--- config.mk ---
export PLATFORM = sky130hd
export DESIGN_NAME = ssbc_stack_ctrl
export DESIGN_NICKNAME = d
export VERILOG_FILES = /design/src/common/ssbc_pkg.sv /design/src/verilog/ssbc_reset_sync.sv /design/src/verilog/ssbc_default_slave.sv /design/src/verilog/ssbc_stack_ctrl.sv
export VERILOG_INCLUDE_DIRS = /design/src /design/src/common
export SDC_FILE = /design/constraint.sdc
export NUM_CORES = 1
export LEC_CHECK = 0
export ABC_AREA = 1
export BUFFER_PORTS_ARGS = -buffer_cell sky130_fd_sc_hd__buf_2
export CORE_UTILIZATION = 44
export CTS_CLUSTER_DIAMETER = 150
export CTS_CLUSTER_SIZE = 20
export DETAILED_ROUTE_END_ITERATION = 7
export GPL_ROUTABILITY_DRIVEN = 0
export PLACE_DENSITY = 0.79
export SLEW_MARGIN = 20
export SYNTH_ARGS = -nofsm -noshare
export SYNTH_HDL_FRONTEND = slang
export SYNTH_SLANG_ARGS = --single-unit
export TNS_END_PERCENT = 100
--- constraint.sdc ---
create_clock -name clk_sys -period 2.1 [get_ports clk_sys]
set_input_delay 0.315 -clock clk_sys [delete_from_list [all_inputs] [get_ports clk_sys]]
set_output_delay 0.315 -clock clk_sys [all_outputs]
set_load 0.01 [all_outputs]
--- src/common/ssbc_params.svh ---
// Constants for the stack bus controller: transfer codes, alias windows, codes.
// Assumes AHB encodings and a 40 MHz tile oscillator on clk_sys.
`ifndef SSBC_PARAMS_SVH
`define SSBC_PARAMS_SVH
`define SSBC_TRANS_IDLE    2'h0
`define SSBC_TRANS_NONSEQ  2'h2
`define SSBC_RESP_OKAY     2'h0
`define SSBC_RESP_ERROR    2'h1
`define SSBC_ALIAS_FIRST   4'h8
`define SSBC_ALIAS_LAST    4'hb
`define SSBC_ADDR_TOP      31
`define SSBC_ADDR_NIB      28
`define SSBC_POS_BASE      4'he
`define SSBC_PROC_LINE     3
`define SSBC_CLK_HALF      1
`define SSBC_TILE_MASTERS  1
`endif

--- src/common/ssbc_pkg.sv ---
// Types shared by the stack bus controller files.
// Assumes the parameter header is compiled alongside.
package ssbc_pkg;
    // Address phase as seen on the shared system bus.
    typedef struct packed {
        logic [31:0] addr;
        logic [1:0]  trans;
        logic        ready;
    } ssbc_ahb_type;
    // Drive onto the shared ready and response lines.
    typedef struct packed {
        logic       ready;
        logic [1:0] resp;
        logic       oe;
    } ssbc_resp_type;
    typedef enum logic [1:0] {
        ssbc_ds_idle,
        ssbc_ds_okay,
        ssbc_ds_first,
        ssbc_ds_second
    } ssbc_ds_state_type;
endpackage

--- src/verilog/ssbc_reset_sync.sv ---
// Two cascaded flops that make the synchronised system reset.
// Assumes clr_n combines the wired request with the local power-on reset.
`timescale 1ns/1ps
`default_nettype none
module ssbc_reset_sync (
    input  wire logic clk_sys,
    input  wire logic clr_n,
    input  wire logic bus_en,
    output var  logic rst_n_q
);
    logic stage_q;
    logic stage_d;
    logic rst_n_d;

    // A one walks in on bus clock edges; clearing is immediate.
    always_comb begin
        stage_d = bus_en ? 1'b1 : stage_q;
        rst_n_d = bus_en ? stage_q : rst_n_q;
    end

    // Both stages clear at once while the request is low.
    always_ff @(posedge clk_sys or negedge clr_n) begin
        if (!clr_n) begin
            stage_q <= 1'b0;
            rst_n_q <= 1'b0;
        end else begin
            stage_q <= stage_d;
            rst_n_q <= rst_n_d;
        end
    end
endmodule
`default_nettype wire

--- src/verilog/ssbc_default_slave.sv ---
// Default slave: ERROR for unused addresses, OKAY for idle transfers.
// Assumes bus_en marks the rising edge of the shared bus clock.
`include "ssbc_params.svh"
`timescale 1ns/1ps
`default_nettype none
module ssbc_default_slave (
    input  wire logic                  clk_sys,
    input  wire logic                  reset_n,
    input  wire logic                  bus_en,
    input  wire logic                  sel,
    input  wire ssbc_pkg::ssbc_ahb_type ahb,
    output var  ssbc_pkg::ssbc_resp_type rsp_q,
    output var  ssbc_pkg::ssbc_ds_state_type state_q
);
    ssbc_pkg::ssbc_ds_state_type state_d;
    ssbc_pkg::ssbc_resp_type     rsp_d;

    // A new selection is taken only when the bus shows ready.
    always_comb begin
        state_d = state_q;
        if (bus_en) begin
            if (state_q == ssbc_pkg::ssbc_ds_first) begin
                state_d = ssbc_pkg::ssbc_ds_second;
            end else if (sel && ahb.ready && ahb.trans[1]) begin
                state_d = ssbc_pkg::ssbc_ds_first;
            end else if (sel && ahb.ready) begin
                state_d = ssbc_pkg::ssbc_ds_okay;
            end else if (ahb.ready) begin
                state_d = ssbc_pkg::ssbc_ds_idle;
            end
        end
        rsp_d.oe    = state_d != ssbc_pkg::ssbc_ds_idle;
        rsp_d.ready = state_d != ssbc_pkg::ssbc_ds_first;
        rsp_d.resp  = (state_d == ssbc_pkg::ssbc_ds_okay) ? `SSBC_RESP_OKAY
                                                           : `SSBC_RESP_ERROR;
    end

    // The drive is registered so the shared lines never glitch.
    always_ff @(posedge clk_sys or negedge reset_n) begin
        if (!reset_n) begin
            state_q <= ssbc_pkg::ssbc_ds_idle;
            rsp_q   <= '0;
        end else begin
            state_q <= state_d;
            rsp_q   <= rsp_d;
        end
    end
endmodule
`default_nettype wire

--- src/verilog/ssbc_stack_ctrl.sv ---
// Bus management for a processor, interface module and tile stack.
// Assumes clk_sys is a tile oscillator and every bus pin is on its bus clock.
`include "ssbc_params.svh"
`timescale 1ns/1ps
`default_nettype none
module ssbc_stack_ctrl #(
    parameter int TILE_MASTERS  = `SSBC_TILE_MASTERS,
    parameter int MODULES_BELOW = 0,
    parameter int CLK_HALF      = `SSBC_CLK_HALF,
    parameter bit DUMMY_MASTER  = 1'b1
) (
    input  wire logic                    clk_sys,
    input  wire logic                    reset_n,
    input  wire logic                    tile_reset_req,
    input  wire logic                    wired_reset_request_n_i,
    output logic                         wired_reset_request_n_o,
    output logic                         wired_reset_request_n_oe,
    output var  logic                    system_reset_n,
    output var  logic                    backplane_clock_three,
    output logic [3:0]                   stack_position_code,
    input  wire ssbc_pkg::ssbc_ahb_type  ahb,
    input  wire logic                    tile_slave_hit,
    output var  ssbc_pkg::ssbc_resp_type bus_resp,
    input  wire logic [3:0]              bus_request,
    input  wire logic [3:0]              bus_lock,
    output var  logic [3:0]              bus_grant,
    output logic [2:0]                   tile_master_oe,
    output logic [1:0]                   dummy_trans,
    output var  logic                    dummy_grant
);
    ////////////////////////////////////////////////////////////////////////
    // Bus clock: a toggle divider; bus_en marks each rising edge.
    logic [7:0] div_q;
    logic [7:0] div_d;
    logic       clk_d;
    logic       tick;
    logic       bus_en;

    // One system clock only, so bus logic steps on bus_en rather than on
    // the divided clock; the pin clock rises on the clk_sys edge that bus_en enables.
    always_comb begin
        tick   = div_q == 8'(CLK_HALF - 1);
        div_d  = tick ? 8'h00 : div_q + 8'h01;
        clk_d  = tick ? !backplane_clock_three : backplane_clock_three;
        bus_en = tick && !backplane_clock_three;
    end

    always_ff @(posedge clk_sys or negedge reset_n) begin
        if (!reset_n) begin
            div_q                 <= 8'h00;
            backplane_clock_three <= 1'b0;
        end else begin
            div_q                 <= div_d;
            backplane_clock_three <= clk_d;
        end
    end

    ////////////////////////////////////////////////////////////////////////
    // Reset: local sources only ever pull the wired line low.
    logic rst_clr_n;

    assign wired_reset_request_n_o  = 1'b0;
    assign wired_reset_request_n_oe = tile_reset_req;
    // The probe and processor pull the same line, so they clear us too.
    assign rst_clr_n = reset_n && wired_reset_request_n_i;

    ssbc_reset_sync u_reset_sync (
        .clk_sys (clk_sys),
        .clr_n   (rst_clr_n),
        .bus_en  (bus_en),
        .rst_n_q (system_reset_n)
    );

    ////////////////////////////////////////////////////////////////////////
    // Position code: fixed at build time, rotated right per module below.
    localparam logic [7:0] POS_PAIR = {`SSBC_POS_BASE, `SSBC_POS_BASE};
    assign stack_position_code = 4'(POS_PAIR >> (MODULES_BELOW % 4));

    ////////////////////////////////////////////////////////////////////////
    // Decode and response: alias windows belong to the processors.
    logic [3:0]                  nib;
    logic                        in_alias;
    logic                        ds_sel;
    logic                        presel_q;
    logic                        presel_d;
    ssbc_pkg::ssbc_resp_type     ds_rsp;
    ssbc_pkg::ssbc_ds_state_type ds_state;

    assign nib      = ahb.addr[`SSBC_ADDR_TOP:`SSBC_ADDR_NIB];
    assign in_alias = nib >= `SSBC_ALIAS_FIRST && nib <= `SSBC_ALIAS_LAST;
    assign ds_sel   = !in_alias && !tile_slave_hit;

    ssbc_default_slave u_default_slave (
        .clk_sys (clk_sys),
        .reset_n (reset_n),
        .bus_en  (bus_en),
        .sel     (ds_sel),
        .ahb     (ahb),
        .rsp_q   (ds_rsp),
        .state_q (ds_state)
    );

    // The pre-selected drive ends once the first transfer is taken;
    // without it the pulled-down ready line would hold off every master.
    always_comb begin
        presel_d = presel_q;
        if (!system_reset_n) begin
            presel_d = 1'b1;
        end else if (bus_en && ahb.ready && ahb.trans[1]) begin
            presel_d = 1'b0;
        end
    end

    always_ff @(posedge clk_sys or negedge reset_n) begin
        if (!reset_n) begin
            presel_q <= 1'b1;
        end else begin
            presel_q <= presel_d;
        end
    end

    // Pre-selection shows an OKAY, ready drive ahead of the default slave.
    always_comb begin
        bus_resp = ds_rsp;
        if (presel_q) begin
            bus_resp.oe    = 1'b1;
            bus_resp.ready = 1'b1;
            bus_resp.resp  = `SSBC_RESP_OKAY;
        end
    end

    ////////////////////////////////////////////////////////////////////////
    // Arbiter: processor on line three, tile masters on lines 0 upward.
    logic [1:0] owner_q;
    logic [1:0] owner_d;
    logic       dummy_d;
    logic [3:0] grant_d;
    logic       hold;

    // Re-arbitrate only on a bus edge with ready high; a locked owner
    // still requesting keeps the bus. Processor has highest priority.
    always_comb begin
        owner_d = owner_q;
        dummy_d = dummy_grant;
        hold    = bus_lock[owner_q] && bus_request[owner_q] && !dummy_grant;
        if (!system_reset_n) begin
            dummy_d = DUMMY_MASTER;
            owner_d = 2'(`SSBC_PROC_LINE);
        end else if (bus_en && ahb.ready && !hold) begin
            dummy_d = 1'b0;
            owner_d = 2'(`SSBC_PROC_LINE);
            if (!bus_request[`SSBC_PROC_LINE]) begin
                for (int i = TILE_MASTERS - 1; i >= 0; i--) begin
                    if (bus_request[i]) begin
                        owner_d = 2'(i);
                    end
                end
            end
        end
        grant_d = '0;
        if (TILE_MASTERS == 0) begin
            grant_d[`SSBC_PROC_LINE] = 1'b1;
        end else if (!dummy_d) begin
            grant_d[owner_d] = 1'b1;
        end
    end

    always_ff @(posedge clk_sys or negedge reset_n) begin
        if (!reset_n) begin
            owner_q     <= 2'(`SSBC_PROC_LINE);
            dummy_grant <= 1'b1;
            bus_grant   <= '0;
        end else begin
            owner_q     <= owner_d;
            dummy_grant <= dummy_d;
            bus_grant   <= grant_d;
        end
    end

    // Tile masters drive only while they hold the grant; dummy_trans shows IDLE at all times.
    assign tile_master_oe = bus_grant[2:0];
    assign dummy_trans    = `SSBC_TRANS_IDLE;
endmodule
`default_nettype wire

* Word level (Yosys, flattened, before mapping) *
Index checks and enable logic that the tools add are counted.

cells by class
  add/sub/neg operators = 1
  multipliers = 0
  div/mod/pow operators = 0
  $lt $le $gt $ge = 5
  equality and inequality tests = 4
  shift-type cells = 0
  mux-type cells = 23
  bitwise logic cells = 0
  reduce and logical (&&, ||, !) cells = 19

operator list
  kind                   number
  $mux W2                9
  $logic_and A1 B1 Y1    12
  $add A8 B1 Y8 const B  1
  $logic_not A8 Y1       1
  $mux W1                8
  $mux W4                2
  $mux W8                1
  $lt A2 B3 Y1 const B   2
  $logic_not A1 Y1       5
  $bmux W1 S2            2
  $ge A4 B4 Y1 const B   1
  $le A4 B4 Y1 const B   1
  $ne A2 B2 Y1 const B   2
  $demux W1 S2           1
  $eq A2 B1 Y1 const B   1
  $eq A2 B2 Y1 const B   1
  $ge A2 B1 Y1 const B   1
  $reduce_bool A2 Y1     1

word-level totals
  register bits = 25
  bits in latches = 0
  RAM bits = 0
  ROM bits = 0
  input bits = 48
  output and inout bits = 22
  word-level logic and storage cells = 64
  memories = 0

* Logic depth before layout (Yosys ltp) *
Gate-level depths: netlist (run 1).

  depth after elaboration = 13
  gate-level depth with buffers = 11
  gate-level depth less buffers = 11

* By module *
From an unflattened synthesis (run 1), not the netlist that was laid out.

unflattened totals
  cell total of the unflattened synthesis = 152
  area, all modules = 1302.5 um^2

by module, submodules not included
  module              times used  cells an instance  area an instance (um^2)  seq. area each (um^2)
  ssbc_stack_ctrl     1           118                1008.5                   430.4
  ssbc_default_slave  1           27                 222.7                    125.1
  ssbc_reset_sync     1           7                  71.3                     50.0

* Least setup slack after synthesis (run 1) *
Ideal clock, no wire load.

  path type = register -> register
  start point = register div_q[0]
  end point = register bus_grant[2]
  library setup time = 118 ps
  arrival = 1360 ps
  required time = 1982 ps
  setup slack = 622 ps
  stages on the path, launching flop included = 12
  path buffers = 0
  clock period less this slack = 1478 ps
  path through = dfrtp_1 > inv_1 > ha_1 > nand2_4 > nor2_2 > nand3_2 > nor2_4 > nand2_1 > nand2_1 > nand3_2 > nand2_1 > nor2_1

between the ends
  cells in the longest elaborated chain, start to end = 11
  elaborated cells between the ends (all ways) = 14
  classes of those cells = order compare: 2; mux: 7; reduce/logical: 5

RTL lines
  what                                                                RTL line                RTL
  from (decl)                                                         ssbc_stack_ctrl.sv:33   logic [7:0] div_q;
  from (signal assigned)                                              ssbc_stack_ctrl.sv:53   div_q <= div_d;
  $logic_not A8 Y1 *                                                  ssbc_stack_ctrl.sv:42   tick = div_q == 8'(CLK_HALF - 1);
  $logic_and A1 B1 Y1 *                                               ssbc_stack_ctrl.sv:45   bus_en = tick && !backplane_clock_three;
  $logic_and A1 B1 Y1 * (2 in series)                                 ssbc_stack_ctrl.sv:149  end else if (bus_en && ahb.ready && !hold) begin
  $mux W2 *                                                           ssbc_stack_ctrl.sv:149
  $mux W2 *                                                           ssbc_stack_ctrl.sv:146  if (!system_reset_n) begin
  named net owner_d[1]                                                ssbc_stack_ctrl.sv:135  logic [1:0] owner_d;
  $lt A2 B3 Y1 (not written as such) or $ge A2 B1 Y1 (tied branches)  ssbc_stack_ctrl.sv:164  grant_d[owner_d] = 1'b1;
  $logic_and A1 B1 Y1 (not written as such)                           ssbc_stack_ctrl.sv:164
  $mux W1 (not written as such)                                       ssbc_stack_ctrl.sv:164
  $demux W1 S2 *                                                      ssbc_stack_ctrl.sv:164
  $mux W4 *                                                           ssbc_stack_ctrl.sv:163  end else if (!dummy_d) begin
  named net grant_d[2]                                                ssbc_stack_ctrl.sv:137  logic [3:0] grant_d;
  to (signal assigned)                                                ssbc_stack_ctrl.sv:176  bus_grant <= grant_d;
  to (decl)                                                           ssbc_stack_ctrl.sv:26   output var logic [3:0] bus_grant,

Mark *: on every way through the listed nets, which the timed path passes. The rest lies on a longest branch.
A chain may end at the register's enable or synchronous reset.

* Final worst setup path (run 1) *
Ends and elaborated chain as after synthesis.

==> qor.txt, run 1 <==
Post-route setup TNS - 0 ps
Clock sinks - 24
Fillers - 266
CORE AREA - 2730 um2
Maxcap violations - 0
Worst R2R Setup Slack - 440 ps
Max Clk Rate - 603 MHz
PostCTS Resize Cnt - 0
Htree depth - 1
Gr usage total - 14.7%
Synth unique cells - 29
Proportion of layout cells with a drive suffix above 1 - 34.3%
Port bufs - 28
Pins Over Slew Limit - 0
Period utilisation layout - 79.0%
Critical path type - reg -> reg
Sequential fraction of the synthesis area - 47.7%
First-pass GRT wire length - 3570 um
Skew final - 4.54 ps
Vias per inst - 4.59
Hold Path Class - in -> reg
Grt ovf - 0
Critical Path AT - 1860 ps
Crit. End Element - flop
DP Wirelength - 1540 um
Utilization after layout - 52.6%
Final setup violating endpoints - 0
Clock Tree Root - clkbuf_4
Syn Inst Count - 144
Most common flop cell mapped by yosys - dfrtp_1
Asr flop ratio synth - 100%
DP Cell Count - 197
Cell Area, Synth - 1270 um2
Initial DRC Count - 20
TritonCTS buffer count - 3
Die height - 55.7 um
Routed wire length - 1950 um
Chip width - 55.7 um
Yosys warning count - 0
Nets@finish - 223
Remaining DRCs - 0
Most frequent cells in the layout - buf_2, inv_1, nand2_1
Number of I/O pins - 70
Place WS - 434 ps
DR pass1 iterations - 4
Clock latency at the later pin of the worst-skew pair - 300 ps
Worst R2R End - bus_grant[2]
RSZ-0062 raised after global routing - false
Min-delay src - ahb[2]
Multi-input gate area - 475 um2
Starting density of the core - 46.5%
Reg area - 606 um2
RR Startpoint - div_q[0]
Endpoints failing hold - 0
Via count - 931
Largest net degree at the start of global routing - 24
DIE AREA - 3110 um2
Post-synthesis register bit count - 24
# rows - 19
# Post-CTS Setup Buffers - 0
Clock transition at path regs - 120 ps
Synth-to-layout area growth - 13.2%
Number of nets still failing antenna checks after routing - 0
CTS max path bufs - 2
R2r worst-path depth - 11
Crit-path max FO - 3
Hold depth - 4
Via count of the first global-routing pass - 904
Final setup margin - 441 ps
Worst EP required - 2300 ps
CTS tree - done
Status - finished clean
Pleak - 0.808 nW
Final Instance Count excl. Fillers - 203
Fin crit period - 1660 ps
Antenna cell count - 0
Initial antenna violation count - 0
Setup crit start kind - flop
Hold-critical path endpoint - presel_q
Post-synth EDFFs - 0
Total power - 1.21 mW
DR WL/cell - 9.60 um
Commonest non-fill, non-tap cell in the layout - buf_2
Pwr Density - 841 nW/um2
Syn avg cell area - 8.82 um2
Worst vdd ir - 0.000530 V
-- cell type report --
class / instances / share of cell area (%)
repair buffers: 30 / 11.1
inverters: 32 / 8.44
multi-input cells: 82 / 33.1
flip-flops and latches: 24 / 42.1
clock buffers: 4 / 2.52
well taps: 31 / 2.70
-- registers in the layout (all words and copies together), names as in the netlist --
| register | flops |
|---|---|
| backplane_clock_three | 1 |
| bus_grant | 4 |
| div_q | 8 |
| owner_q | 2 |
| u_default_slave.state_q | 2 |
| u_default_slave.rsp_q | 3 |
| presel_q | 1 |
| u_reset_sync.rst_n_q | 1 |
| u_reset_sync.stage_q | 1 |
| dummy_grant | 1 |
-- routing by layer --
metal | GRT usage, % | wire length [um] | vias up
met3 | 2.56 | 89 | 4
met2 | 25.3 | 929 | 25
li1 | - | - | 472
met4 | 6.79 | 40 | 0
met1 | 17.8 | 889 | 430
met5 | 0 | 0 | -
-- stage by stage --
step	hold slack, ps	instance area [um2]
2_1_floorplan	19.4	1290
3_3_place_gp	213	1380
3_5_place_dp	210	1380
4_1_cts	305	1440
5_1_grt	328	1440
6_report	328	1440
-- where the power goes --
part	total, mW	internal (mW)	switching [mW]
registers	0.608	0.568	0.0401
logic	0.370	0.148	0.222
clock network	0.231	0.106	0.125
-- cells by family after synthesis --
| logic type | synth area share, % |
|---|---|
| DFF | 47.7 |
| adders and majority gates | 1.97 |
| other | 0.591 |
| and+or+nand+nor | 26.1 |
| AOI/OAI and AO/OA | 3.55 |
| xor gates and xnor gates | 3.45 |
| buffers and inverters | 16.7 |
-- repair_timing --
action                                  in CTS  in global routing
hold buffers                                 2                  0
endpoints found under the hold margin       20                  0
endpoints found under the setup margin       0                  0
-- critical path, cell delays in order (launching register included) --
cell and delay, ps:
dfrtp_1 420, inv_1 100, ha_1 200, nand2_4 70, nor2_2 110, nand3_2 110, nor2_4 150, nand2_1 80
nand2_1 90, nand3_2 70, nand2_1 90, nor2_1 50
-- worst max-delay path by stage --
| stage | startpoint | slack [ps] | endpoint |
|---|---|---|---|
| 6_report | div_q[0] | 440 | bus_grant[2] |
| 5_1_grt | div_q[0] | 250 | bus_grant[2] |
| 4_1_cts | div_q[0] | 400 | bus_grant[2] |
| 3_5_place_dp | div_q[0] | 430 | bus_grant[2] |
| 3_3_place_gp | div_q[0] | 520 | bus_grant[2] |
| 2_1_floorplan | div_q[0] | 620 | bus_grant[2] |
-- cell usage after synthesis (all sizes together) (2+ instances only) --
library cell	count	area, um2
ha	2	25.0
dfstp	4	105
nand3	12	80.1
inv	31	116
nor3	4	25.0
xor2	4	35.0
or2	3	18.8
conb	2	7.51
buf	12	90.1
nor2	13	61.3
dfrtp	20	500
o21ai	5	28.8
nand2	25	111
No activity file was read; power rests on OpenSTA's default activity.
==> inputs of run 2 (changes only) <==
==> constraint.sdc (replaced) <==
create_clock -name clk_sys -period 1.6 [get_ports clk_sys]
set_input_delay 0.24 -clock clk_sys [delete_from_list [all_inputs] [get_ports clk_sys]]
set_output_delay 0.24 -clock clk_sys [all_outputs]
set_load 0.01 [all_outputs]
==> run 2 against run 1 <==
Net effect: via count fell by 1.7%; die area did not move; clock skew rose by 6.6 ps; combinational power rose by 34%; sequential power rose by 32%; power rose by 32%; first-iteration DRC count rose by 15%; critical path depth did not move; flip-flop and latch count did not move; global-route usage barely moved; highest routed layer unchanged.
==> qor.txt, run 2 (synthesis gave the netlist of run 1 again) <==
Port bufs - 28
Initial antenna violation count - 0
Vias per inst - 4.40
Clock transition at path regs - 130 ps
Via count of the first global-routing pass - 949
Remaining DRCs - 0
R2r worst-path depth - 11
Htree depth - 1
Worst R2R Setup Slack - 110 ps
Max Clk Rate - 669 MHz
Post-route setup TNS - 0 ps
DR WL/cell - 9.56 um
Area after DPL - 1400 um2
RR Startpoint - div_q[0]
Place WS - 20.2 ps
Proportion of layout cells with a drive suffix above 1 - 39.5%
Pleak - 0.841 nW
Status - finished clean
Global routing met1 resource utilization - 17.2%
Initial DRC Count - 23
DIE AREA - 3110 um2
Setup crit start kind - flop
Maxcap violations - 0
Worst EP required - 1800 ps
Gr usage total - 14.7%
Fin crit period - 1490 ps
DP Cell Count - 199
Final Instance Count excl. Fillers - 208
TritonCTS buffer count - 3
Worst vdd ir - 0.000656 V
Hold Path Class - in -> reg
Endpoints failing hold - 0
DR pass1 iterations - 4
CORE AREA - 2730 um2
Global-route met2 utilization - 27.4%
Number of I/O pins - 70
Most flops, register - div_q
Finished Cell Area - 1510 um2
Clock Tree Root - clkbuf_4
Antenna cell count - 0
Final setup violating endpoints - 0
Clock latency at the later pin of the worst-skew pair - 300 ps
Pins Over Slew Limit - 0
Starting density of the core - 46.5%
Biggest regs - div_q: 8 flops, bus_grant: 4 flops, u_default_slave.rsp_q: 3 flops
# rows - 19
Nets@finish - 228
Utilization after layout - 55.1%
Critical path type - reg -> reg
Total power - 1.60 mW
First-pass GRT wire length - 3650 um
Final setup margin - 106 ps
GRT Max-Usage Layer - met2
Worst Setup EP - u_default_slave.rsp_q[3]
CTS max path bufs - 2
Synth-to-layout area growth - 18.7%
Max FFs per register - 8
Period utilisation layout - 93.4%
Fillers - 252
Crit. End Element - flop
Critical path launch point - div_q[0]
Commonest non-fill, non-tap cell in the layout - buf_2
WHS - 251 ps
Skew final - 11.2 ps
CTS tree - done
Crit-path max FO - 3
Pwr Density - 1060 nW/um2
Routed wire length - 1990 um
Die height - 55.7 um
Hold depth - 4
Met3 usage - 2.33%
Critical Path AT - 1700 ps
DP Wirelength - 1520 um
Most frequent cells in the layout - buf_2, inv_1, dfrtp_1
Worst R2R End - u_default_slave.rsp_q[3]
Largest net degree at the start of global routing - 24
Clock sinks - 24
Number of nets still failing antenna checks after routing - 0
Via count - 915
Chip width - 55.7 um
Grt ovf - 0
## run 2: changes by cell type in the layout (fill, tap and decap cells not counted), moves of 2 or more
| cell | previous run | this run |
|---|---|---|
| inv_1 | 26 | 24 |
| buf_4 | 0 | 5 |
| nand2_2 | 1 | 4 |
| inv_2 | 5 | 7 |
| nand2_1 | 22 | 19 |
## run 2: worst max-delay path, cell delays in order (launching register included)
cell and delay, ps:
dfrtp_1 410, inv_2 90, ha_4 140, nand2_4 50, nor2_4 90, nand3_4 90, nor2_4 130, buf_4 120
buf_4 90, o21ai_2 60, inv_1 70, nand2_1 50
## run 2: layout make-up
cell class                      count  area (um2)  area share [%]
Sequential cell                    24         606            40.2
Multi-Input combinational cell     82         508            33.7
Timing Repair Buffer               35         198            13.1
Inverter                           32         121            8.05
Tap cell                           31        38.8            2.57
Clock buffer                        4        36.3            2.41
## run 2: power by group
group	total [mW]	internal, mW	leakage, nW	switching, mW
logic	0.494	0.200	0.531	0.294
clock network	0.307	0.139	0.0210	0.169
registers	0.800	0.746	0.289	0.0536
total	1.60	1.08	0.841	0.516
## run 2: worst min path at each step
stage / startpoint / to / slack [ps]
3_5_place_dp: wired_reset_request_n_i / u_reset_sync.stage_q / 130
6_report: ahb[2] / presel_q / 250
3_3_place_gp: wired_reset_request_n_i / u_reset_sync.stage_q / 140
2_1_floorplan: reset_n / backplane_clock_three / -60
4_1_cts: ahb[2] / presel_q / 240
5_1_grt: ahb[2] / presel_q / 280
## run 2: repair_timing
item / 4_1_cts / 5_1_grt
hold buffers: 2 / 0
resized for setup: 2 / 7
endpoints found under the hold margin: 20 / 0
pin swaps: 1 / 2
setup buffers: 1 / 2
endpoints found under the setup margin: 1 / 8
## run 2: metal layers
| metal | part of all wire (%) | wire, um | vias up |
|---|---|---|---|
| met5 | 0 | 0 | - |
| met4 | 1.2 | 24 | 0 |
| met3 | 4.4 | 87 | 2 |
| met2 | 50 | 998 | 23 |
| met1 | 44 | 878 | 412 |
| li1 | - | - | 478 |
==> inputs of run 3 (changes only) <==
--- a/config.mk
+++ b/config.mk
@@ -8,12 +8,13 @@
 export LEC_CHECK = 0
 export ABC_AREA = 1
 export BUFFER_PORTS_ARGS = -buffer_cell sky130_fd_sc_hd__buf_2
-export CORE_UTILIZATION = 44
+export CAP_MARGIN = 10
+export CORE_UTILIZATION = 46
 export CTS_CLUSTER_DIAMETER = 150
 export CTS_CLUSTER_SIZE = 20
 export DETAILED_ROUTE_END_ITERATION = 7
 export GPL_ROUTABILITY_DRIVEN = 0
-export PLACE_DENSITY = 0.79
+export PLACE_DENSITY = 0.82
 export SLEW_MARGIN = 20
 export SYNTH_ARGS = -nofsm -noshare
 export SYNTH_HDL_FRONTEND = slang
==> constraint.sdc (replaced) <==
create_clock -name clk_sys -period 1.8 [get_ports clk_sys]
set_input_delay 0.27 -clock clk_sys [delete_from_list [all_inputs] [get_ports clk_sys]]
set_output_delay 0.27 -clock clk_sys [all_outputs]
set_load 0.01 [all_outputs]
==> run 3 against run 2 <==
Net effect: die area shrank 4.2%; final area is 4.2% lower; critical path depth decreased by 1; utilization up 1.6 points; routed wire length rose by 8.5%; clock skew shrank 7.2 ps; largest cell class unchanged; maximum frequency fell by 12%; non-clock buffer count fell by 4; sequential power fell by 11%; clock power decreased by 7.2%; cell count down 2.4%.
==> qor.txt, run 3 (synthesis gave the netlist of run 1 again) <==
Critical Path Stages - 10
Max FFs per register - 8
First-pass GRT wire length - 3440 um
Initial antenna violation count - 0
Top delay family on crit path - simple AND/OR/NAND/NOR gates
Grt ovf - 0
Slew @ Worst Pin - 501 ps
Gr usage total - 16.7%
Chip width - 54.5 um
Post-route setup TNS - 0 ps
Nets@finish - 224
Delay of the slowest critical-path stage - 400 ps
TritonCTS buffer count - 3
Worst path most repeated cell - nand2_1
DP Cell Count - 196
Largest net degree at the start of global routing - 24
Critical Path Slowest Stage Cell - dfrtp_1
Clock latency at the later pin of the worst-skew pair - 310 ps
Endpoints failing hold - 0
Max Clk Rate - 592 MHz
Number of I/O pins - 70
DR WL/cell - 10.6 um
Initial DRC Count - 5
Critical Path AT - 1930 ps
Clock sinks - 24
Starting density of the core - 49.9%
Antenna cell count - 0
Most flops, register - div_q
DR pass1 iterations - 4
DIE AREA - 2980 um2
Worst vdd ir - 0.000766 V
Final Instance Count excl. Fillers - 203
Fin crit period - 1690 ps
Critical path type - reg -> reg
R2r worst-path depth - 10
Hold depth - 4
Maxcap violations - 0
Remaining DRCs - 0
Setup crit start kind - flop
Fillers - 231
CTS max path bufs - 2
Pwr Density - 998 nW/um2
Rel. slew slack - 66.6%
Crit path cell chain - inv_1 > ha_1 > nand2_4 > nor2_2 > nand3_2 > nor2_4 > nand2_1 > nand2_1 > nand4_1 > nor2_1
Worst EP required - 2040 ps
Commonest non-fill, non-tap cell in the layout - buf_2
Hold Path Class - in -> reg
Critical path buffer and inverter count - 1
Final setup violating endpoints - 0
Die height - 54.5 um
Number of nets still failing antenna checks after routing - 0
Via count - 951
Proportion of layout cells with a drive suffix above 1 - 34.7%
PostCTS Resize Cnt - 0
Synth-to-layout area growth - 13.7%
Pleak - 0.813 nW
Pins Over Slew Limit - 0
# rows - 18
Most frequent cells in the layout - buf_2, inv_1, nand2_1
Clock transition at path regs - 130 ps
CTS tree - done
Port bufs - 28
Routed wire length - 2160 um
DP Wirelength - 1740 um
Clock Tree Root - clkbuf_4
CORE AREA - 2540 um2
Skew final - 3.94 ps
Status - finished clean
Vias per inst - 4.68
RSZ-0062 raised after global routing - false
Biggest regs - div_q: 8 flops, bus_grant: 4 flops, u_default_slave.rsp_q: 3 flops
Crit-path max FO - 3
Crit. End Element - flop
Period utilisation layout - 93.9%
Via count of the first global-routing pass - 878
Htree depth - 1
run 3: changes by cell type in the layout (fill, tap and decap cells not counted), sizes merged:
| cell | delta |
|---|---|
| buf | -4 |
run 3: routing by layer:
metal	wire length [um]	global-route usage, %	vias up
met1	904	18.1	446
met4	37	7.26	0
li1	-	-	470
met5	0	0	-
met3	99	3.89	4
met2	1120	30.5	31
run 3: path summary, 6_finish.rpt:
path / from / endpoint / slack (ps)
min reg2reg: u_reset_sync.stage_q / u_reset_sync.stage_q / 490
max: div_q[1] / bus_grant[1] / 110
min: ahb[2] / presel_q / 280
min in group asynchronous: wired_reset_request_n_i / u_reset_sync.stage_q / 340
max reg2reg: div_q[1] / bus_grant[1] / 110
max in group asynchronous: reset_n / u_reset_sync.rst_n_q / 900
run 3: layout make-up:
type	instances	area, um2	share of cell area [%]
Inverter	32	121	8.41
Clock buffer	4	36.3	2.51
Sequential cell	24	606	41.9
Timing Repair Buffer	31	168	11.6
Multi-Input combinational cell	82	475	32.9
Tap cell	30	37.5	2.60
run 3: report_power, final:
group | switching (mW) | leakage, nW | internal [mW]
Clock | 0.161 | 0.0210 | 0.124
Combinational | 0.275 | 0.503 | 0.173
Sequential | 0.0460 | 0.289 | 0.663
run 3: timing repair:
item / in CTS / in global routing
buffers inserted: 0 / 1
setup endpoints to repair: 0 / 1
hold buffers: 2 / 0
endpoints found under the hold margin: 20 / 0
run 3: worst register-to-register path: stages (launching register included):
cell and delay [ps]:
dfrtp_1 400, inv_1 100, ha_1 210, nand2_4 80, nor2_2 110, nand3_2 110, nor2_4 140, nand2_1 90
nand2_1 110, nand4_1 130, nor2_1 160
run 3: metrics by stage:
step / hold slack, ps / util (%) / power [mW] / worst slack [ps] / cell area (um2)
global placement: 135 / 54.2 / 1.13 / 229 / 1380
floorplan: -25.6 / - / 1.04 / 322 / 1290
detailed placement: 145 / 54.2 / 1.17 / 123 / 1380
CTS: 276 / 56.4 / 1.45 / 92.0 / 1440
global route: 300 / 56.7 / 1.54 / 1.79 / 1440
finish: 277 / 56.7 / 1.44 / 109 / 1440
